`src/hdl/ccs_pkg.sv`:
```
package ccs_pkg;

  // Clock and timing
  localparam int CLK_FREQ_KHZ = 25000;
  localparam int STEP_NS = 500;
  localparam int STEP_CYC = (STEP_NS * CLK_FREQ_KHZ + 999999) / 1000000;
  localparam int CLKSTOP_US = 12;
  localparam int CLKSTOP_CYC = (CLKSTOP_US * CLK_FREQ_KHZ + 999) / 1000;
  localparam int WINDOW_US = 200;
  localparam int WINDOW_CYC = (WINDOW_US * CLK_FREQ_KHZ) / 1000;
  localparam int DEBOUNCE_US = 8000;
  localparam int DEBOUNCE_CYC = (DEBOUNCE_US / 1000) * CLK_FREQ_KHZ;
  localparam int TIMER_W = 18;

  // Channels: 0 data, 1 aux 1, 2 aux 2
  localparam int CHAN_N = 3;

  // Synchroniser bit positions
  localparam int SYNC_W = 18;
  localparam int IDX_REQ = 0;
  localparam int IDX_HRST = 1;
  localparam int IDX_SEL1 = 2;
  localparam int IDX_SEL2 = 3;
  localparam int IDX_DETECT = 4;
  localparam int IDX_DROP = 5;
  localparam int IDX_SUPGOOD = 6;
  localparam int IDX_FAULT0 = 7;
  localparam int IDX_REF = 11;
  localparam int IDX_HOST0 = 12;
  localparam int IDX_CARD0 = 15;
  localparam logic [SYNC_W-1:0] SYNC_RST = 18'h3F001;

  // Clock ratio select {ratio_select_1, ratio_select_2}
  localparam logic [1:0] RATIO_DIV8 = 2'h0;
  localparam logic [1:0] RATIO_DIV4 = 2'h1;
  localparam logic [1:0] RATIO_DIV1 = 2'h2;
  localparam logic [1:0] RATIO_DIV2 = 2'h3;
  localparam logic [1:0] HALF_DIV8 = 2'h3;
  localparam logic [1:0] HALF_DIV4 = 2'h1;
  localparam logic [1:0] HALF_DIV2 = 2'h0;

  // APB map
  localparam int APB_AW = 12;
  localparam logic [APB_AW-1:0] CFG_OFS = 12'h000;
  localparam logic [APB_AW-1:0] STATUS_OFS = 12'h004;
  localparam int CFG_OVR_BIT = 0;
  localparam int CFG_RATIO_LSB = 1;
  localparam logic [2:0] CFG_RST = 3'h0;

  typedef enum logic [3:0] {
    ST_STANDBY, ST_RAMP, ST_IO_ON, ST_CLK_ON, ST_ACTIVE,
    ST_DEACT_RST, ST_DEACT_CLK, ST_DONE
  } ccs_state_e;

  typedef enum logic [1:0] {DIR_IDLE, DIR_HOST, DIR_CARD} ccs_dir_e;

  typedef struct packed {
    logic supplyShort;
    logic supplyRange;
    logic regInputLow;
    logic overTemp;
  } ccs_fault_s;

  typedef struct packed {
    logic faultLatched;
    logic presentDebounced;
    logic attention;
    logic gatedMode;
    logic clockRun;
    logic linesOn;
    logic supplyOn;
    logic resetEnabled;
  } ccs_status_s;

endpackage

```
`src/hdl/ccs_clock_divider.sv`:
```
`timescale 1ns/1ps
module ccs_clock_divider
  import ccs_pkg::*;
(
  input wire logic clk_sys,
  input wire logic rst_n,
  input wire logic run,
  input wire logic [1:0] ratioSel,
  input wire logic refLevel,
  output logic clkOut
);

  logic refPrev_q, refPrev_d;
  logic [1:0] edgeCnt_q, edgeCnt_d;
  logic clk_q, clk_d;
  logic [1:0] halfLast;
  logic refRise;

  assign refRise = refLevel && !refPrev_q;
  assign clkOut = clk_q;

  // Divided ratios toggle only on reference rising edges, keeping the duty at exactly half; RATIO_DIV1 copies the reference level
  always_comb begin
    case (ratioSel)
      RATIO_DIV8: halfLast = HALF_DIV8;
      RATIO_DIV4: halfLast = HALF_DIV4;
      default: halfLast = HALF_DIV2;
    endcase
    refPrev_d = refLevel;
    edgeCnt_d = edgeCnt_q;
    clk_d = clk_q;
    if (!run) begin
      edgeCnt_d = 2'h0;
      clk_d = 1'b0;
    end else if (ratioSel == RATIO_DIV1) begin
      clk_d = refLevel; // [RL21]
    end else if (refRise) begin
      if (edgeCnt_q == halfLast) begin
        edgeCnt_d = 2'h0;
        clk_d = ~clk_q; // [RL21]
      end else begin
        edgeCnt_d = edgeCnt_q + 2'h1;
      end
    end
  end

  always_ff @(posedge clk_sys or negedge rst_n) begin
    if (!rst_n) begin
      refPrev_q <= 1'b0;
      edgeCnt_q <= 2'h0;
      clk_q <= 1'b0;
    end else begin
      refPrev_q <= refPrev_d;
      edgeCnt_q <= edgeCnt_d;
      clk_q <= clk_d;
    end
  end
endmodule

```
`src/hdl/ccs_card_session_sequencer.sv`:
```
// The APB interface to the registers and the register addresses are this design's own decisions.
`timescale 1ns/1ps
// Summary of operation
// RL1 - First falling side drives until both idle
// RL2 - Reset enters standby, card contacts held low
// RL3 - Standby attention shows card presence
// RL4 - Host opens session only with card
// RL5 - Card signals low until supply stable
// RL6 - Lines first, clock one step later
// RL7 - Reset channel one step after clock
// RL8 - Gated mode: host reset high beforehand
// RL9 - Gated: clock starts at host reset fall
// RL10 - Gated: reset low until window, then follows
// RL11 - Normal: clock a step after lines
// RL12 - Deactivation: reset low, clock low later
// RL13 - Lines low after clock, then supply off
// RL14 - Listed conditions count as faults
// RL15 - Pin current limiting gives no indication
// RL16 - Standby dropout drops attention immediately
// RL17 - Session fault: attention low, deactivate
// RL18 - Host re-reads attention after deactivation
// RL19 - Insertion debounced before attention rises
// RL20 - Removal deactivates at once, attention low
// RL21 - Card clock is divided reference, half duty
// RL22 - Supply dropout forces power-down, attention low
// RL23 - All intervals counted on internal clock
module ccs_card_session_sequencer
  import ccs_pkg::*;
#(
  parameter int WINDOW_CYCLES = WINDOW_CYC,
  parameter int DEBOUNCE_CYCLES = DEBOUNCE_CYC
) (
  input wire logic clk_sys,
  input wire logic rst_n,
  input wire logic psel,
  input wire logic penable,
  input wire logic pwrite,
  input wire logic [APB_AW-1:0] paddr,
  input wire logic [31:0] pwdata,
  output logic [31:0] prdata,
  output logic pready,
  output logic pslverr,
  input wire logic session_request_n,
  input wire logic host_reset_input,
  input wire logic ratio_select_1,
  input wire logic ratio_select_2,
  input wire logic reference_clock_input,
  input wire logic card_detect_input,
  input wire logic supply_dropout_detect,
  input wire logic cardSupplyGood,
  input wire ccs_fault_s cardFaults,
  output logic card_supply,
  output logic card_clock_out,
  output logic card_reset_out,
  output logic attentionN,
  input wire logic [CHAN_N-1:0] hostLineIn,
  output logic [CHAN_N-1:0] hostLineOut,
  output logic [CHAN_N-1:0] hostLineOe,
  input wire logic [CHAN_N-1:0] cardLineIn,
  output logic [CHAN_N-1:0] cardLineOut,
  output logic [CHAN_N-1:0] cardLineOe
);

  logic [SYNC_W-1:0] pinRaw, s1_q, s2_q, s3_q, filt_q, filt_d;
  ccs_state_e state_q, state_d;
  logic [TIMER_W-1:0] stCnt_q, stCnt_d, winCnt_q, winCnt_d, debCnt_q, debCnt_d;
  logic supplyOn_q, supplyOn_d, ioOn_q, ioOn_d, clkRun_q, clkRun_d;
  logic rstEn_q, rstEn_d, gated_q, gated_d, fault_q, fault_d;
  logic present_q, present_d, attn_q, attn_d, resetOut_q, resetOut_d;
  logic reqPrev_q, hrstPrev_q;
  logic reqFell, hrstFell, windowDone, inSession, faultNow, stepDone;
  logic [2:0] cfg_q, cfg_d;
  logic [31:0] rdata_q, rdata_d;
  logic [1:0] ratioSel;
  ccs_status_s status;
  ccs_dir_e dir_q [CHAN_N];
  ccs_dir_e dir_d [CHAN_N];
  logic [CHAN_N-1:0] hostOe_q, hostOe_d, cardOe_q, cardOe_d;

  assign pinRaw = {cardLineIn, hostLineIn, reference_clock_input, cardFaults, cardSupplyGood,
    supply_dropout_detect, card_detect_input, ratio_select_2, ratio_select_1,
    host_reset_input, session_request_n};

  // Three-stage synchroniser; a level counts once stages two and three agree
  genvar g;
  generate
    for (g = 0; g < SYNC_W; g++) begin : g_sync
      always_comb begin
        filt_d[g] = (s2_q[g] == s3_q[g]) ? s3_q[g] : filt_q[g];
      end
      always_ff @(posedge clk_sys or negedge rst_n) begin
        if (!rst_n) begin
          s1_q[g] <= SYNC_RST[g];
          s2_q[g] <= SYNC_RST[g];
          s3_q[g] <= SYNC_RST[g];
          filt_q[g] <= SYNC_RST[g];
        end else begin
          s1_q[g] <= pinRaw[g];
          s2_q[g] <= s1_q[g];
          s3_q[g] <= s2_q[g];
          filt_q[g] <= filt_d[g];
        end
      end
    end
  endgenerate

  assign reqFell = reqPrev_q && !filt_q[IDX_REQ];
  assign hrstFell = hrstPrev_q && !filt_q[IDX_HRST];
  assign windowDone = winCnt_q >= TIMER_W'(WINDOW_CYCLES - 1);
  assign stepDone = stCnt_q == TIMER_W'(STEP_CYC - 1);
  assign inSession = state_q inside {ST_RAMP, ST_IO_ON, ST_CLK_ON, ST_ACTIVE};
  // Pin current limiting has no input here, so it can never reach attention [RL15]
  assign faultNow = !filt_q[IDX_DETECT] || filt_q[IDX_DROP]
    || (|filt_q[IDX_FAULT0 +: 4]); // [RL14] [RL20] [RL22]
  assign ratioSel = cfg_q[CFG_OVR_BIT] ? cfg_q[CFG_RATIO_LSB +: 2]
    : {filt_q[IDX_SEL1], filt_q[IDX_SEL2]};

  always_comb begin
    state_d = state_q;
    stCnt_d = (stCnt_q == {TIMER_W{1'b1}}) ? stCnt_q : stCnt_q + 1'b1;
    winCnt_d = windowDone ? winCnt_q : winCnt_q + 1'b1; // [RL23]
    supplyOn_d = supplyOn_q;
    ioOn_d = ioOn_q;
    clkRun_d = clkRun_q;
    rstEn_d = rstEn_q;
    gated_d = gated_q;
    fault_d = fault_q;
    case (state_q)
      ST_STANDBY: begin
        fault_d = 1'b0;
        if (reqFell && present_q && !filt_q[IDX_DROP]) begin
          state_d = ST_RAMP;
          supplyOn_d = 1'b1;
          gated_d = filt_q[IDX_HRST]; // [RL8]
          winCnt_d = '0;
        end
      end
      ST_RAMP: begin
        if (filt_q[IDX_SUPGOOD]) begin
          state_d = ST_IO_ON;
          ioOn_d = 1'b1; // [RL5]
        end
      end
      ST_IO_ON: begin
        if (gated_q ? (hrstFell || windowDone) : stepDone) begin
          state_d = ST_CLK_ON;
          clkRun_d = 1'b1; // [RL6] [RL9] [RL11]
        end
      end
      ST_CLK_ON: begin
        if (gated_q ? windowDone : stepDone) begin
          state_d = ST_ACTIVE;
          rstEn_d = 1'b1; // [RL7] [RL10]
        end
      end
      ST_DEACT_RST: begin
        if (stCnt_q == TIMER_W'(CLKSTOP_CYC - 1)) begin
          state_d = ST_DEACT_CLK;
          clkRun_d = 1'b0; // [RL12]
        end
      end
      ST_DEACT_CLK: begin
        // Lines drop one cycle after the divider has parked the clock low
        if (stCnt_q == TIMER_W'(1)) begin
          ioOn_d = 1'b0; // [RL13]
        end
        if (stepDone) begin
          state_d = ST_DONE;
          supplyOn_d = 1'b0; // [RL13]
        end
      end
      ST_DONE: begin
        if (filt_q[IDX_REQ]) begin
          state_d = ST_STANDBY;
        end
      end
      default: state_d = state_q;
    endcase
    if (inSession && (filt_q[IDX_REQ] || faultNow)) begin
      state_d = ST_DEACT_RST;
      rstEn_d = 1'b0; // [RL12] [RL17]
      fault_d = fault_q || faultNow;
    end
    if (state_d != state_q) begin
      stCnt_d = '0;
    end
    resetOut_d = rstEn_d && filt_q[IDX_HRST]; // [RL10] [RL11]
  end

  always_ff @(posedge clk_sys or negedge rst_n) begin
    if (!rst_n) begin
      state_q <= ST_STANDBY; // [RL2]
      stCnt_q <= '0;
      winCnt_q <= '0;
      supplyOn_q <= 1'b0;
      ioOn_q <= 1'b0;
      clkRun_q <= 1'b0;
      rstEn_q <= 1'b0;
      gated_q <= 1'b0;
      fault_q <= 1'b0;
      resetOut_q <= 1'b0;
      reqPrev_q <= 1'b1;
      hrstPrev_q <= 1'b0;
    end else begin
      state_q <= state_d;
      stCnt_q <= stCnt_d;
      winCnt_q <= winCnt_d;
      supplyOn_q <= supplyOn_d;
      ioOn_q <= ioOn_d;
      clkRun_q <= clkRun_d;
      rstEn_q <= rstEn_d;
      gated_q <= gated_d;
      fault_q <= fault_d;
      resetOut_q <= resetOut_d;
      reqPrev_q <= filt_q[IDX_REQ];
      hrstPrev_q <= filt_q[IDX_HRST];
    end
  end

  // Insertion is debounced, removal is not
  always_comb begin
    debCnt_d = debCnt_q;
    present_d = present_q;
    if (!filt_q[IDX_DETECT]) begin
      debCnt_d = '0;
      present_d = 1'b0; // [RL20]
    end else if (!present_q) begin
      debCnt_d = debCnt_q + 1'b1;
      if (debCnt_q == TIMER_W'(DEBOUNCE_CYCLES - 1)) begin
        present_d = 1'b1; // [RL19]
      end
    end
    attn_d = present_d && !filt_q[IDX_DROP] && !fault_d; // [RL3] [RL16] [RL17]
  end

  always_ff @(posedge clk_sys or negedge rst_n) begin
    if (!rst_n) begin
      debCnt_q <= '0;
      present_q <= 1'b0;
      attn_q <= 1'b0;
    end else begin
      debCnt_q <= debCnt_d;
      present_q <= present_d;
      attn_q <= attn_d;
    end
  end

  ccs_clock_divider u_divider (
    .clk_sys(clk_sys),
    .rst_n(rst_n),
    .run(clkRun_q),
    .ratioSel(ratioSel),
    .refLevel(filt_q[IDX_REF]),
    .clkOut(card_clock_out)
  );

  // Open-drain style level shifters; pull-ups sit outside
  generate
    for (g = 0; g < CHAN_N; g++) begin : g_chan
      logic hLow, cLow;
      assign hLow = !filt_q[IDX_HOST0 + g];
      assign cLow = !filt_q[IDX_CARD0 + g];
      always_comb begin
        dir_d[g] = dir_q[g];
        if (!ioOn_q) begin
          dir_d[g] = DIR_IDLE;
        end else if (dir_q[g] == DIR_IDLE) begin
          if (hLow) begin
            dir_d[g] = DIR_HOST; // [RL1]
          end else if (cLow) begin
            dir_d[g] = DIR_CARD; // [RL1]
          end
        end else if (!hLow && !cLow) begin
          dir_d[g] = DIR_IDLE; // [RL1]
        end
        hostOe_d[g] = ioOn_q && dir_d[g] == DIR_CARD && cLow;
        cardOe_d[g] = !ioOn_q || (dir_d[g] == DIR_HOST && hLow); // [RL2]
      end
      always_ff @(posedge clk_sys or negedge rst_n) begin
        if (!rst_n) begin
          dir_q[g] <= DIR_IDLE;
          hostOe_q[g] <= 1'b0;
          cardOe_q[g] <= 1'b1;
        end else begin
          dir_q[g] <= dir_d[g];
          hostOe_q[g] <= hostOe_d[g];
          cardOe_q[g] <= cardOe_d[g];
        end
      end

    end
  endgenerate

  // APB slave: no wait states, read data captured in the setup cycle
  always_comb begin
    cfg_d = cfg_q;
    rdata_d = rdata_q;
    if (psel && penable && pwrite && paddr == CFG_OFS) begin
      cfg_d = pwdata[2:0];
    end
    if (psel && !penable) begin
      case (paddr)
        CFG_OFS: rdata_d = {29'h0, cfg_q};
        STATUS_OFS: rdata_d = {24'h0, status};
        default: rdata_d = 32'h0;
      endcase
    end
  end

  always_ff @(posedge clk_sys or negedge rst_n) begin
    if (!rst_n) begin
      cfg_q <= CFG_RST;
      rdata_q <= 32'h0;
    end else begin
      cfg_q <= cfg_d;
      rdata_q <= rdata_d;
    end
  end

  assign status = '{faultLatched: fault_q, presentDebounced: present_q, attention: attn_q,
    gatedMode: gated_q, clockRun: clkRun_q, linesOn: ioOn_q, supplyOn: supplyOn_q,
    resetEnabled: rstEn_q};
  assign prdata = rdata_q;
  assign pready = 1'b1;
  assign pslverr = psel && penable && paddr != CFG_OFS && paddr != STATUS_OFS;
  assign card_supply = supplyOn_q;
  assign card_reset_out = resetOut_q;
  assign attentionN = attn_q;
  assign hostLineOut = 3'h0;
  assign hostLineOe = hostOe_q;
  assign cardLineOut = 3'h0;
  assign cardLineOe = cardOe_q;
endmodule

```
`config.mk`:
```
export PLATFORM = sky130hd
export DESIGN_NAME = ccs_card_session_sequencer
export DESIGN_NICKNAME = d
export VERILOG_FILES = /design/src/hdl/ccs_pkg.sv /design/src/hdl/ccs_clock_divider.sv /design/src/hdl/ccs_card_session_sequencer.sv
export SDC_FILE = /design/constraint.sdc
export NUM_CORES = 1
export LEC_CHECK = 0
export BUFFER_PORTS_ARGS = -buffer_cell sky130_fd_sc_hd__buf_2
export CELL_PAD_IN_SITES_DETAIL_PLACEMENT = 1
export CELL_PAD_IN_SITES_GLOBAL_PLACEMENT = 1
export CORE_ASPECT_RATIO = 0.75
export CORE_UTILIZATION = 30
export DETAILED_ROUTE_END_ITERATION = 10
export HOLD_SLACK_MARGIN = 0.05
export PLACE_DENSITY_LB_ADDON = 0.1
export RECOVER_POWER = 25
export SLEW_MARGIN = 10
export SYNTH_ARGS = -nofsm -noshare
export SYNTH_HDL_FRONTEND = slang
export SYNTH_SLANG_ARGS = --single-unit
```
`constraint.sdc`:
```
create_clock -name clk_sys -period 4 [get_ports clk_sys]
set_input_delay 1 -clock clk_sys [delete_from_list [all_inputs] [get_ports clk_sys]]
set_output_delay 1 -clock clk_sys [all_outputs]
set_load 0.02 [all_outputs]
```
==> metrics.yaml <==
cts_tree: "built"
place_congestion: 0.762
crit_fanout: 2
rows: 48
drive_gt1_share_pct: 18.3
maxCapViolCount: 0
grt_pass1_wl_mm: 24.1
final_cells: 983
design.portCount: 117
startpoint_type: "input pin"
worstPathCellList: "buf_2 -> nor4_1 -> a31oi_1 -> buf_2"
synth_edf_count: 0
dpl_worst_slack_ns: 1.21
final_common_cell: "dfrtp_1"
drtIter0Drc: 323
start_util_pct: 30.6
clk_latency_ns: 0.43
powerDensity_nw_per_um2: 443
fin_crit_sh_pct: 69.4
ctsHoldBuffers: 0
cp.arrival_ns: 1.78
dr.pass1.iters: 9
n_antenna_cell: 0
finalWirelength_mm: 14.3
setup_ws_ns: 1.22
drc: 20
layout_common_cells: "dfrtp_1, buf_2, nor2_1, nand2_1, conb_1"
skew_ns: 0.0113
dieArea_sq_um: 24200
ys.warnings.count: 0
async_flop_share_pct: 100
hp-class: "register to register"
synthDistinctLibCells: 58
cts-resized-gates: 0
clockRootBuffer: "clkbuf_16"
min_period_ns: 2.78
track_usage_pct: 12.8
outcome: "complete, but fails checks"
dp_hpwl_mm: 9.66
ctsHtreeMaxLevel: 4
synth_seq_cells: 168
core-area_sq_um: 23100
syn_area_per_cell_sq_um: 11.6
netlist_area_sq_um: 7070
cp_data_required_time_ns: 3.00
yosys-top-cells-area: "dfrtp_1, dfstp_2, buf_4"
cts_setup_buffers: 0
syn2layout_area_growth_pct: 15.2
p_leak_nw: 3.65
routedWlPerCell_um: 14.5
multi_input_area_sq_um: 2530
fin_tns_setup_ns: 0
die_h_um: 135
clkTransAtPathRegs_ns: 0.07
fmax_mhz: 360
endpoint_kind: "output pin"
fill_cells: 2523
total_power_mw: 3.61
rsz0062_at_grt: "no"
hold_viol_final: 0
cts.sinks: 168
slowest_delay_ns: 0.37
violations: "DRC"
synth_top_area_share_pct: 48.2
critPathKind: "input pin to output pin"
viasPerCell: 4.58
portBuffers: 56
critPathSlowestCell: "nor4_1"
antenna_found_initial: 0
yosysSeqAreaShare_pct: 60.0
grt.overflow.total: 0
grt_pass1_vias: 4697
synth_top_area_cell: "dfrtp_1"
nNetsFinal: 742
ant_nets: 0
die_x_um: 179
syn_inst: 607
worst_slew_pin_slew_ns: 0.811
path_common_cell: "buf_2"
slew_viol_final: 0
slew_headroom_pct: 44.5
cts-buffers-inserted: 17
register_area_sq_um: 4240
vdd_ir_drop_max_v: 0.000303
final_area_sq_um: 8140
place_area_sq_um: 7540
setup_viol: 0
post-place-cells: 951
grt_max_degree: 85
ys.flop_type: "dfrtp_1"
ctsLongestPathBuffers: 2
vias: 4507
==> layout make-up <==
type / count / share of cell area (%)
sequential: 168 / 52.1
multi-input combinational: 407 / 31.0
clock buffer: 23 / 6.55
tap: 300 / 4.61
timing repair buffer: 61 / 4.09
clock inverter: 9 / 0.876
inverter: 15 / 0.692
==> path summary, 6_finish.rpt <==
check                                                 to  depth (start not counted)                     from  slack (ns)
worst max-delay path                             pslverr                          4                paddr[10]        1.22
worst min-delay path                   s2_q[7]$_DFF_PN0_                          0        s1_q[7]$_DFF_PN0_        0.35
worst max register to register  card_reset_out$_DFF_PN0_                          6  stCnt_q[10]$_DFFE_PN0P_        1.43
worst min register to register         s2_q[7]$_DFF_PN0_                          0        s1_q[7]$_DFF_PN0_        0.35
max in group asynchronous          filt_q[0]$_DFFE_PN1N_                          2                    rst_n        2.52
min in group asynchronous             dir_q[5]$_DFF_PN0_                          1                    rst_n        0.62
==> flip-flops by register name, indices dropped and copies added, names as in the netlist, 2 cells and up <==
register and cells:
debCnt_q 18, filt_q 18, s1_q 18, s2_q 18, s3_q 18, stCnt_q 18
winCnt_q 18, prdata 8, dir_q 6, state_q 4, cardLineOe 3, cfg_q 3
hostLineOe 3, u_divider.edgeCnt_q 2
==> critical path, delay by kind of cell <==
kind	cells	cell delay [ns]
compound gates	1	0.13
buf+inv	2	0.27
simple gates	1	0.37
==> cell usage after synthesis, types with 12 or more instances <==
cell	instances
xor2_1	24
a21oi_1	20
xnor2_1	16
dfrtp_1	136
nand3_1	22
nor2_1	53
o21ai_0	14
nor4_1	12
nor2b_1	18
nand2_1	40
nand4_1	18
inv_1	15
dfstp_2	32
maj3_1	18
buf_4	31
nor3_1	18
and2_1	18
==> logic make-up (layout without fill, tap and decap cells) <==
group	Yosys count	in the layout	synth area share [%]
compound gates	70	70	6.59
xor+xnor	40	40	4.96
fa+ha+maj	23	23	3.43
buf+inv	61	108	5.84
flops	168	168	60.0
mux	11	11	1.63
other cells	2	31	0.106
simple gates	232	232	17.4
==> metrics by stage <==
step | hold slack, ns | utilization [%]
final | 0.349 | 35.3
after global routing | 0.361 | 35.3
after CTS | 0.352 | 35.3
after detailed placement | 0.336 | 32.7
after global placement | 0.332 | 32.7
after floorplan | 0.331 | -
==> power by group <==
part,total (mW),internal [mW],switching [mW]
logic,0.146,0.0481,0.0975
registers,1.80,1.76,0.0370
clock network,1.66,0.955,0.705
total,3.61,2.77,0.839
==> per-layer routing <==
layer	share of wire, %	GRT usage [%]	up-vias
li1	-	-	2164
met1	53	18.6	2252
met2	41	18.4	81
met3	4.2	3.18	10
met4	1.4	4.76	0
met5	0	0	-
Note: power is estimated with default switching activity, not from simulation.
